<file path="src/irq_vec_pkg.sv">
package irq_vec_pkg;

    // Request sources, ranked order of the table below
    localparam int NSRC = 7;
    localparam int SRC_RESET  = 0;                         // All reset causes
    localparam int SRC_SYSNMI = 1;                         // System non-maskable
    localparam int SRC_WDT    = 2;                         // Watchdog interval
    localparam int SRC_SERA   = 3;                         // First serial unit
    localparam int SRC_SERB   = 4;                         // Second serial unit
    localparam int SRC_PORT1  = 5;                         // First port changes
    localparam int SRC_PORT2  = 6;                         // Second port changes

    typedef logic [5:0]  prio_t;                           // Priority number
    typedef logic [15:0] word_t;                           // Vector or handler word
    typedef logic [2:0]  src_idx_t;                        // Source index

    // Vector region bounds (word addresses)
    localparam word_t REGION_LO = 16'hff80;
    localparam word_t REGION_HI = 16'hffff;

    // Priority and vector word of each source
    localparam prio_t SRC_PRIO [NSRC] = '{6'h3f, 6'h3e, 6'h37, 6'h36, 6'h35, 6'h33, 6'h32};
    localparam word_t SRC_VEC  [NSRC] = '{16'hfffe, 16'hfffc, 16'hffee, 16'hffec,
                                          16'hffea, 16'hffe6, 16'hffe4};
    localparam logic [NSRC-1:0] SRC_MASKABLE = 7'h7c;      // Gated by global enable

    // Register map (byte offsets)
    localparam int ADR_W = 12;
    localparam logic [ADR_W-1:0] OFS_CTRL    = 12'h000;
    localparam logic [ADR_W-1:0] OFS_STATUS  = 12'h004;
    localparam logic [ADR_W-1:0] OFS_MASK    = 12'h008;
    localparam logic [ADR_W-1:0] OFS_GRANT   = 12'h00c;
    localparam logic [ADR_W-1:0] OFS_SERA_V  = 12'h010;
    localparam logic [ADR_W-1:0] OFS_SERB_V  = 12'h014;
    localparam logic [ADR_W-1:0] OFS_PORT1_V = 12'h018;
    localparam logic [ADR_W-1:0] OFS_PORT2_V = 12'h01c;
    localparam logic [ADR_W-1:0] OFS_RCAUSE  = 12'h020;
    localparam logic [ADR_W-1:0] OFS_TABLE   = 12'h100;    // 64 vector words
    localparam int TABLE_WORDS = 64;

    // Control register fields and reset values
    localparam int CTRL_GIE    = 0;
    localparam int CTRL_LPM_LO = 1;
    localparam int CTRL_LPM_HI = 2;
    localparam logic [2:0]      CTRL_RESET   = 3'h0;
    localparam logic [NSRC-1:0] MASK_RESET   = 7'h00;
    localparam word_t           TABLE_RESET  = 16'h0000;

    // Grant register fields
    localparam int GRANT_PRIO_LO = 0;
    localparam int GRANT_SRC_LO  = 8;
    localparam int GRANT_ST_LO   = 12;

    // Low-power request encoding
    typedef enum logic [1:0] {
        LPM_ACTIVE  = 2'b00,
        LPM_CPU_OFF = 2'b01,
        LPM_STANDBY = 2'b10
    } lpm_t;

    // Power / service sequencing states
    typedef enum logic [1:0] {
        ST_RUN     = 2'b00,
        ST_SLEEP   = 2'b01,
        ST_SERVICE = 2'b10
    } pwr_state_t;

    // Table slot of a word address in the vector region
    function automatic logic [5:0] vec_slot(input word_t addr);
        return addr[6:1];
    endfunction : vec_slot

    // Pending-flag vector code: lowest set flag n reads 2*(n+1), none reads 0
    function automatic logic [5:0] flag_code(input logic [15:0] flags);
        logic [5:0] code;
        code = 6'h00;
        for (int i = 15; i >= 0; i--) begin
            if (flags[i]) begin
                code = 6'((i + 1) * 2);
            end
        end
        return code;
    endfunction : flag_code

    // Byte-lane merge for bus writes
    function automatic logic [31:0] lane_merge(input logic [31:0] old_v, input logic [31:0] new_v,
                                               input logic [3:0] sel);
        logic [31:0] res;
        res = old_v;
        for (int b = 0; b < 4; b++) begin
            if (sel[b]) begin
                res[b*8 +: 8] = new_v[b*8 +: 8];
            end
        end
        return res;
    endfunction : lane_merge

endpackage : irq_vec_pkg

</file>
<file path="src/irq_arb_if.sv">
`timescale 1ns/100ps
interface irq_arb_if;
    import irq_vec_pkg::*;
    logic [NSRC-1:0] pending;                              // Latched requests
    logic            gie;                                  // Global enable
    logic            in_service;                           // Handler running
    logic            grant_valid;                          // A request wins
    src_idx_t        grant_src;                            // Winning source

    modport arb (input pending, input gie, input in_service, output grant_valid, output grant_src);
    modport ctl (output pending, output gie, output in_service, input grant_valid, input grant_src);
endinterface : irq_arb_if

</file>
<file path="src/interrupt_vector_priority.sv">
// Function
// - Vectors live in words FF80h to FFFFh
// - Vector word holds 16-bit handler address
// - All reset causes use FFFEh, priority 63
// - System NMI causes use FFFCh, priority 62
// - Watchdog interval request uses FFEEh, priority 55
// - First serial events share FFECh, priority 54
// - Second serial events share FFEAh, priority 53
// - First port flags share FFE6h, priority 51
// - Second port flags share FFE4h, priority 50
// - Event wakes from low power, returns after
//
// Decided for this implementation: the address map and the Wishbone interface to the registers.
`timescale 1ns/100ps
module interrupt_vector_priority
    import irq_vec_pkg::*;
(
    input  wire logic             CLK_I,
    input  wire logic             RESETN_I,
    // Wishbone slave
    input  wire logic [ADR_W-1:0] ADR_I,
    input  wire logic [31:0]      DAT_I,
    output logic      [31:0]      DAT_O,
    input  wire logic             WE_I,
    input  wire logic [3:0]       SEL_I,
    input  wire logic             CYC_I,
    input  wire logic             STB_I,
    output logic                  ACK_O,
    // Request sources (levels)
    input  wire logic [7:0]       RESET_CAUSE_I,
    input  wire logic [4:0]       SYSTEM_NMI_I,
    input  wire logic             WATCHDOG_FLAG_I,
    input  wire logic [3:0]       SERIAL_A_EVENTS_I,
    input  wire logic [15:0]      SERIAL_B_EVENTS_I,
    input  wire logic [7:0]       PORT_ONE_CHANGE_FLAGS_I,
    input  wire logic [7:0]       PORT_TWO_CHANGE_FLAGS_I,
    // CPU vector fetch handshake
    output logic                  CPU_REQ_O,
    output logic      [15:0]      CPU_VEC_ADDR_O,
    output logic      [15:0]      CPU_HANDLER_O,
    output logic      [5:0]       CPU_PRIO_O,
    input  wire logic             CPU_ACK_I,
    input  wire logic             CPU_RETI_I,
    // Power state and interrupt line
    output logic                  CPU_OFF_O,
    output logic                  STANDBY_O,
    output logic                  IRQ_O
);

    // Arbiter connection
    irq_arb_if arb_bus ();

    // Control and status state
    logic [2:0]           ctrl_r;                          // GIE and low-power request
    logic [NSRC-1:0]      status_r;                        // Sticky source flags
    logic [NSRC-1:0]      mask_r;                          // Source enables
    logic                 gie_saved_r;                     // GIE before service
    lpm_t                 lpm_saved_r;                     // Mode to resume after return
    pwr_state_t           state_r;                         // Power / service state
    pwr_state_t           state_nxt;                       // Next state
    word_t                vec_table_r [TABLE_WORDS];       // Handler words

    // Bus state
    logic                 ack_r;                           // Acknowledge flop
    logic [31:0]          dat_r;                           // Read data flop
    logic                 bus_req;                         // Access in progress
    logic                 wr_take;                         // Write commits now
    logic [31:0]          rd_val;                          // Decoded read value
    logic [31:0]          wr_val;                          // Lane-merged write value

    // CPU request flops
    logic                 req_r;                           // Offer to CPU
    word_t                vaddr_r;                         // Offered vector word
    word_t                handler_r;                       // Offered handler
    prio_t                prio_r;                          // Offered priority
    src_idx_t             offer_src_r;                     // Source of the offer

    // Raw event levels per source
    logic [NSRC-1:0]      raw_evt;
    logic                 take;                            // CPU takes the offer

    // Per-source vector register codes
    logic [5:0]           sera_code;
    logic [5:0]           serb_code;
    logic [5:0]           port1_code;
    logic [5:0]           port2_code;
    logic [5:0]           rcause_code;

    // Arbitration
    irq_arbiter u_arb (
        .bus (arb_bus.arb)
    );

    // Combine each source's flags into one request line
    always_comb begin
        raw_evt             = '0;
        raw_evt[SRC_RESET]  = |RESET_CAUSE_I;
        raw_evt[SRC_SYSNMI] = |SYSTEM_NMI_I;
        raw_evt[SRC_WDT]    = WATCHDOG_FLAG_I;
        raw_evt[SRC_SERA]   = |SERIAL_A_EVENTS_I;
        raw_evt[SRC_SERB]   = |SERIAL_B_EVENTS_I;
        raw_evt[SRC_PORT1]  = |PORT_ONE_CHANGE_FLAGS_I;
        raw_evt[SRC_PORT2]  = |PORT_TWO_CHANGE_FLAGS_I;
    end

    // Source-identifying vector codes
    assign sera_code   = flag_code({12'h000, SERIAL_A_EVENTS_I});
    assign serb_code   = flag_code(SERIAL_B_EVENTS_I);
    assign port1_code  = flag_code({8'h00, PORT_ONE_CHANGE_FLAGS_I});
    assign port2_code  = flag_code({8'h00, PORT_TWO_CHANGE_FLAGS_I});
    assign rcause_code = flag_code({8'h00, RESET_CAUSE_I});

    // Feed the arbiter; masked maskables never compete
    assign arb_bus.pending    = status_r & (mask_r | ~SRC_MASKABLE);
    assign arb_bus.gie        = ctrl_r[CTRL_GIE];
    assign arb_bus.in_service = (state_r == ST_SERVICE);

    // Bus access decode
    assign bus_req = CYC_I && STB_I;
    assign wr_take = bus_req && WE_I && ack_r;
    assign take    = req_r && CPU_ACK_I;

    // Read multiplexer
    always_comb begin
        rd_val = 32'h0000_0000;
        if (ADR_I >= OFS_TABLE && ADR_I < OFS_TABLE + ADR_W'(TABLE_WORDS * 4)) begin
            rd_val = {16'h0000, vec_table_r[ADR_I[7:2]]};
        end else begin
            case (ADR_I)
                OFS_CTRL:    rd_val = {29'h0, ctrl_r};
                OFS_STATUS:  rd_val = {25'h0, status_r};
                OFS_MASK:    rd_val = {25'h0, mask_r};
                OFS_GRANT:   rd_val = {18'h0, state_r, 1'b0, offer_src_r, 2'b00, prio_r};
                OFS_SERA_V:  rd_val = {26'h0, sera_code};
                OFS_SERB_V:  rd_val = {26'h0, serb_code};
                OFS_PORT1_V: rd_val = {26'h0, port1_code};
                OFS_PORT2_V: rd_val = {26'h0, port2_code};
                OFS_RCAUSE:  rd_val = {26'h0, rcause_code};
                default:     rd_val = 32'h0000_0000;      // Unmapped reads zero
            endcase
        end
    end

    // Lane-merged write value for the addressed register
    assign wr_val = lane_merge(rd_val, DAT_I, SEL_I);

    // Acknowledge one cycle after the request, drop the cycle after
    always_ff @(posedge CLK_I or negedge RESETN_I) begin
        if (!RESETN_I) begin
            ack_r <= 1'b0;
            dat_r <= 32'h0000_0000;
        end else begin
            ack_r <= bus_req && !ack_r;
            // Capture read data while the request is held
            if (bus_req && !ack_r) begin
                dat_r <= WE_I ? 32'h0000_0000 : rd_val;
            end
        end
    end

    assign ACK_O = ack_r;
    assign DAT_O = dat_r;

    // Control register: global enable and low-power request
    always_ff @(posedge CLK_I or negedge RESETN_I) begin
        if (!RESETN_I) begin
            ctrl_r      <= CTRL_RESET;
            gie_saved_r <= 1'b0;
        end else begin
            if (take) begin
                // Taking a request clears global enable and wakes the core
                gie_saved_r                    <= ctrl_r[CTRL_GIE];
                ctrl_r[CTRL_GIE]               <= 1'b0;
                ctrl_r[CTRL_LPM_HI:CTRL_LPM_LO] <= LPM_ACTIVE;
            end else if (CPU_RETI_I && state_r == ST_SERVICE) begin
                // Return restores enable and the mode left
                ctrl_r[CTRL_GIE]               <= gie_saved_r;
                ctrl_r[CTRL_LPM_HI:CTRL_LPM_LO] <= lpm_saved_r;
            end else if (wr_take && ADR_I == OFS_CTRL) begin
                ctrl_r <= wr_val[2:0];
            end
        end
    end

    // Mask register
    always_ff @(posedge CLK_I or negedge RESETN_I) begin
        if (!RESETN_I) begin
            mask_r <= MASK_RESET;
        end else if (wr_take && ADR_I == OFS_MASK) begin
            mask_r <= wr_val[NSRC-1:0];
        end
    end

    // Sticky status: set wins over write-one-to-clear
    always_ff @(posedge CLK_I or negedge RESETN_I) begin
        if (!RESETN_I) begin
            status_r <= '0;
        end else begin
            if (wr_take && ADR_I == OFS_STATUS) begin
                status_r <= (status_r & ~wr_val[NSRC-1:0]) | raw_evt;
            end else begin
                status_r <= status_r | raw_evt;
            end
        end
    end

    // Level interrupt line from unmasked status
    assign IRQ_O = |(status_r & mask_r);

    // Vector table, writable only inside the region
    always_ff @(posedge CLK_I or negedge RESETN_I) begin
        if (!RESETN_I) begin
            for (int i = 0; i < TABLE_WORDS; i++) begin
                vec_table_r[i] <= TABLE_RESET;
            end
        end else if (wr_take && ADR_I >= OFS_TABLE && ADR_I < OFS_TABLE + ADR_W'(TABLE_WORDS * 4)) begin
            vec_table_r[ADR_I[7:2]] <= wr_val[15:0];
        end
    end

    // Offer the winning vector to the CPU
    always_ff @(posedge CLK_I or negedge RESETN_I) begin
        if (!RESETN_I) begin
            req_r       <= 1'b0;
            vaddr_r     <= REGION_HI;
            handler_r   <= TABLE_RESET;
            prio_r      <= '0;
            offer_src_r <= '0;
        end else if (take) begin
            // Withdraw once taken
            req_r <= 1'b0;
        end else begin
            req_r       <= arb_bus.grant_valid;
            offer_src_r <= arb_bus.grant_src;
            prio_r      <= SRC_PRIO[arb_bus.grant_src];
            vaddr_r     <= SRC_VEC[arb_bus.grant_src] & ~16'h0001;
            handler_r   <= vec_table_r[vec_slot(SRC_VEC[arb_bus.grant_src])];
        end
    end

    assign CPU_REQ_O      = req_r;
    assign CPU_VEC_ADDR_O = vaddr_r;
    assign CPU_HANDLER_O  = handler_r;
    assign CPU_PRIO_O     = prio_r;

    // Power / service sequencing
    always_comb begin
        state_nxt = state_r;
        case (state_r)
            ST_RUN: begin
                if (take) begin
                    state_nxt = ST_SERVICE;
                end else if (ctrl_r[CTRL_LPM_HI:CTRL_LPM_LO] != LPM_ACTIVE) begin
                    state_nxt = ST_SLEEP;
                end
            end
            ST_SLEEP: begin
                // Any granted request wakes the core
                if (take) begin
                    state_nxt = ST_SERVICE;
                end else if (ctrl_r[CTRL_LPM_HI:CTRL_LPM_LO] == LPM_ACTIVE) begin
                    // Software cleared the mode, core runs again
                    state_nxt = ST_RUN;
                end
            end
            ST_SERVICE: begin
                if (take) begin
                    state_nxt = ST_SERVICE;                // Reset preempts handler
                end else if (CPU_RETI_I) begin
                    state_nxt = (lpm_saved_r != LPM_ACTIVE) ? ST_SLEEP : ST_RUN;
                end
            end
            default: state_nxt = ST_RUN;
        endcase
    end

    // State register and saved mode
    always_ff @(posedge CLK_I or negedge RESETN_I) begin
        if (!RESETN_I) begin
            state_r     <= ST_RUN;
            lpm_saved_r <= LPM_ACTIVE;
        end else begin
            state_r <= state_nxt;
            if (take) begin
                // Keep the outer mode across a preempting reset
                if (state_r != ST_SERVICE) begin
                    lpm_saved_r <= lpm_t'(ctrl_r[CTRL_LPM_HI:CTRL_LPM_LO]);
                end
            end
        end
    end

    // Low-power outputs follow the state and the requested or saved mode
    always_ff @(posedge CLK_I or negedge RESETN_I) begin
        if (!RESETN_I) begin
            CPU_OFF_O <= 1'b0;
            STANDBY_O <= 1'b0;
        end else begin
            CPU_OFF_O <= (state_nxt == ST_SLEEP);
            STANDBY_O <= (state_nxt == ST_SLEEP) &&
                         (state_nxt == state_r ? lpm_saved_r == LPM_STANDBY || 
                          ctrl_r[CTRL_LPM_HI:CTRL_LPM_LO] == LPM_STANDBY
                          : (ctrl_r[CTRL_LPM_HI:CTRL_LPM_LO] == LPM_STANDBY ||
                             lpm_saved_r == LPM_STANDBY));
        end
    end

endmodule : interrupt_vector_priority

</file>
<file path="src/irq_arbiter.sv">
`timescale 1ns/100ps
module irq_arbiter
    import irq_vec_pkg::*;
(
    irq_arb_if.arb bus
);

    // Highest numeric priority among eligible requests
    always_comb begin
        logic [NSRC-1:0] elig;
        prio_t           best;
        elig             = '0;
        best             = '0;
        bus.grant_valid  = 1'b0;
        bus.grant_src    = '0;
        for (int i = 0; i < NSRC; i++) begin
            // Maskable need global enable, others ignore it
            elig[i] = bus.pending[i] && (!SRC_MASKABLE[i] || bus.gie);
            // Only reset may preempt a running handler
            if (bus.in_service && i != SRC_RESET) begin
                elig[i] = 1'b0;
            end
            if (elig[i] && (!bus.grant_valid || SRC_PRIO[i] > best)) begin
                bus.grant_valid = 1'b1;
                bus.grant_src   = src_idx_t'(i);
                best            = SRC_PRIO[i];
            end
        end
    end

endmodule : irq_arbiter

</file>
<file path="config.mk">
export PLATFORM = sky130hd
export DESIGN_NAME = interrupt_vector_priority
export DESIGN_NICKNAME = d
export VERILOG_FILES = /design/src/irq_vec_pkg.sv /design/src/irq_arb_if.sv /design/src/interrupt_vector_priority.sv /design/src/irq_arbiter.sv
export SDC_FILE = /design/constraint.sdc
export NUM_CORES = 2
export LEC_CHECK = 0
export ABC_AREA = 1
export ABC_CLOCK_PERIOD_IN_PS = 2600
export BUFFER_PORTS_ARGS = -buffer_cell sky130_fd_sc_hd__buf_2
export CAP_MARGIN = 20
export CORE_MARGIN = 2
export CORE_UTILIZATION = 45
export CTS_CLUSTER_DIAMETER = 30
export DETAILED_ROUTE_END_ITERATION = 16
export PLACE_DENSITY = 0.73
export SLEW_MARGIN = 20
export SYNTH_ARGS = -nofsm -noshare
export SYNTH_HDL_FRONTEND = slang
export SYNTH_HIERARCHICAL = 1
export SYNTH_SLANG_ARGS = --single-unit
</file>
<file path="constraint.sdc">
create_clock -name CLK_I -period 2.6 [get_ports CLK_I]
set_input_delay 0.52 -clock CLK_I [delete_from_list [all_inputs] [get_ports CLK_I]]
set_output_delay 0.52 -clock CLK_I [all_outputs]
set_load 0.01 [all_outputs]
</file>
==> run_results.csv <==
group,metric,value,unit
status,outcome,"finished with violations",
placement,io_buffers,134,
finish,fin_nets,7040,
placement,post_dp_cell_area,59030,sq um
routing,via_per_inst,6.100,
timing,setup_viol,272,
routing,drt_iter0_drc,8087,
global_routing,grt_pass1_wl,301100,um
timing,min_period_over_period,1.045,
hold_path,min_path_type,"input port to flip-flop",
worst_setup_path,timing.critical_path.arrival,3.39,ns
floorplanning,die_area,118500,sq um
floorplanning,core_area,114500,sq um
worst_setup_path,r2r_start,"vec_table_r[515]",
finish,final_cell_mix,"nand2_1, dfrtp_1, nand3_1",
global_routing,grt.overflow.total,0,
worst_setup_path,r2r_slack,-0.05,ns
worst_setup_path,cp.required,3.27,ns
floorplanning,rows,124,
finish,num-fill-cells,9254,
finish,layout_commonest_cell,"nand2_1",
worst_setup_path,slowest_stage,"o21ai_1",
yosys,yosysUniqueCellTypes,59,
placement,post-dp-hpwl,130300,um
routing,post_drt_wl_per_cell,24.36,um
power,power.switching,12190,uW
floorplanning,ios,180,
worst_setup_path,crit_chain,"buf_6, buf_12, nand2_8, clkinv_16, buf_12, buf_4, a22oi_1, a21oi_1, o21ai_1, o21ai_1, nand2_1, nand4_1, nand2_2, nand3_2, nand2_4, buf_12, buf_12, o21ai_0",
finish,fin_area,68200,sq um
timing,finalCriticalPeriod,2.717,ns
hold_path,hp-start,"RESET_CAUSE_I[0]",
worst_setup_path,crit_path_frequent_cell,"buf_12",
worst_setup_path,crit_family,"compound AO/OA/AOI/OAI gates",
timing,worst_slew_pin_slew,1.067,ns
floorplanning,initial_core_util,0.4549,
yosys,synth_compound_area_frac,0.1306,
routing,detail-route-antenna-nets,0,
worst_setup_path,path_class,"input port to flip-flop",
power,power_frac_seq,0.351,
flow_run,drv_cap,0,
yosys,syn-cell-area,52090,sq um
cts,cts_max_path_buffers,3,
yosys,muxShareOfSynthArea,0.0002162,
power,sw_frac_of_total,0.2487,
yosys,synth.avg_cell_area,8.113,sq um
cts,cts_tree,"built",
timing,slew_violations,0,
placement,gp_congestion,1.003,
routing,route.detailed.drc,0,
timing,hold_viol,0,
power,power_frac_comb,0.071,
placement,dp_slack,-1.062,ns
power,p_int,36810,uW
global_routing,antenna_found_initial,9,
routing,via_count,52652,
yosys,synth_xor_area_frac,0,
timing,max_freq,0.3680,GHz
power,vdd_ir_drop_max,0.5599,mV
timing,maxSlewHeadroom,0.2879,
worst_setup_path,worst-path-buf-inv,7,
worst_setup_path,end_kind,"flip-flop",
power,clock_power_share,0.577,
cts,cts_htree_levels,4,
finish,drive_gt1_frac,0.1926,
worst_setup_path,startpoint_type,"input port",
yosys,synth_top_family_by_area,"simple AND/OR/NAND/NOR gates",
finish,syn_to_final_growth,30.92,%
cts,numCtsBuffers,207,
power,power_density,718.5,nW/um^2
cts,clk_transition_reported_paths,0.05,ns
status,violations,"setup timing",
cts,cts-root-buf,"clkbuf_16",
worst_setup_path,critical_path.max_stage_delay,0.33,ns
global_routing,grt_pass1_vias,50423,
yosys,synth_edf_count,0,
yosys,yosysSeqAreaShare,0.5262,
yosys,synth_ff_type,"dfrtp_1",
worst_setup_path,crit_start,"ADR_I[3]",
worst_setup_path,worstRegToRegCells,11,
cts,clkLatencyLatePin,0.81,ns
routing,firstDrtPassIters,6,
floorplanning,die_y,344.2,um
yosys,yosys.area_share.simple,0.2709,
global_routing,grt_max_degree,100,
global_routing,grtUsageTotal,0.3313,
floorplanning,die_w,344.2,um
timing,worst_slack,-0.1175,ns
yosys,ys_warn_count,6,
cts,cts.sinks,1095,
timing,fin_skew,0.02753,ns
routing,wl,210200,um
worst_setup_path,worstPathMaxFanout,15,
yosys,synth_seq_cells,1095,
yosys,syn_inst,6420,
timing,rsz0062_at_grt,"yes",
worst_setup_path,rr_endpoint,"vec_table_r[467]",
yosys,async_flop_share,1.000,
worst_setup_path,cp_num_cells,18,
power,power,49000,uW
power,p_leak,0.03363,uW
worst_setup_path,crit_end,"vec_table_r[512]",
yosys,synth_fa_ha_area_frac,0,
[worst register-to-register path, delay by kind of cell, from the launching register on]
| kind | cells | cell delay, ns |
|---|---|---|
| and+or+nand+nor | 8 | 1.39 |
| AOI/OAI and AO/OA | 2 | 0.55 |
| buffers and inverters | 1 | 0.20 |
| DFF | 1 | 0.38 |
[stage by stage]
step,hold slack [ns],util,std cells,setup TNS (ns)
3_3_place_gp,0.4296,0.5155,8167,-783.34
3_5_place_dp,0.4427,0.5155,8167,-831.95
6_report,0.07800,0.5956,8631,-11.44
2_1_floorplan,0.2244,-,6445,0
4_1_cts,0.05039,0.5826,8571,0
5_1_grt,0.1036,0.5955,8628,-9.831
[registers in the layout, indices dropped and copies added (netlist names), 2 cells and up]
register,count
vec_table_r,1024
CPU_HANDLER_O,16
DAT_O,16
mask_r,7
status_r,7
CPU_PRIO_O,5
CPU_VEC_ADDR_O,5
ctrl_r,3
offer_src_r,3
lpm_saved_r,2
state_r,2
[how the worst min path moves through the flow]
stage / cells after the start / slack (ns) / to
2_1_floorplan: 0 / 0.22 / ACK_O
3_3_place_gp: 2 / 0.43 / CPU_VEC_ADDR_O[0]
3_5_place_dp: 2 / 0.44 / CPU_VEC_ADDR_O[0]
4_1_cts: 5 / 0.05 / status_r[0]
5_1_grt: 5 / 0.10 / status_r[5]
6_report: 5 / 0.08 / status_r[0]
[what timing repair did]
action,CTS,global route
gates cloned,0,34
hold buffers,13,0
pin swaps,2,41
setup buffers,2,23
endpoints found under the hold margin,45,0
gates resized for setup,24,150
endpoints found under the setup margin,462,795
[cell usage after synthesis (9+ instances only)]
master,instances,area share
a21oi_1,92,0.0088
a22oi_1,297,0.043
a31oi_1,9,0.0011
a41oi_1,18,0.0030
buf_1,46,0.0033
buf_2,133,0.013
buf_4,73,0.011
buf_6,36,0.0078
clkbuf_1,261,0.019
dfrtp_1,1090,0.52
inv_1,229,0.017
inv_2,18,0.0013
nand2_1,2451,0.18
nand3_1,584,0.056
nand4_1,104,0.012
nor2_1,97,0.0070
nor3_1,74,0.0071
o211ai_1,28,0.0040
o21ai_0,413,0.040
o21ai_1,193,0.019
o22ai_1,29,0.0035
o41ai_1,15,0.0025
or2_2,17,0.0020
[final cells by class]
class	instances	area [sq um]	share of cell area
Antenna cell	4	10.01	0.0001468
Clock buffer	253	5757	0.08442
Clock inverter	136	1694	0.02484
Inverter	258	1003	0.01471
Multi-Input combinational cell	4545	21590	0.3166
Sequential cell	1095	27410	0.4019
Tap cell	1512	1892	0.02774
Timing Repair Buffer	826	8816	0.1293
Timing Repair inverter	2	22.52	0.0003303
[cells by family (layout without fill, tap and decap cells)]
group	after synthesis	in the layout
AND/OR/NAND/NOR	3380	3382
AO/OA/AOI/OAI	1135	1135
flip-flops	1095	1095
buffers and inverters	807	1475
other	2	31
multiplexers	1	1
[power by group through the flow]
stage	clock (uW)	combinational (uW)	sequential (uW)
floorplan	0	1160	17500
global placement	0	2890	17500
detailed placement	0	2920	17500
CTS	28300	2970	17200
global route	29200	3580	17200
finish	28300	3500	17200
[routing by layer]
layer	up-vias	share of wire	routed length (um)	track usage
met5	-	0.00015	32	0
met2	4119	0.43	90770	0.5081
met1	25264	0.35	74510	0.4225
li1	22357	-	-	-
met4	4	0.076	15990	0.2071
met3	908	0.14	28940	0.08107
Note: power is estimated with default switching activity, not from simulation.
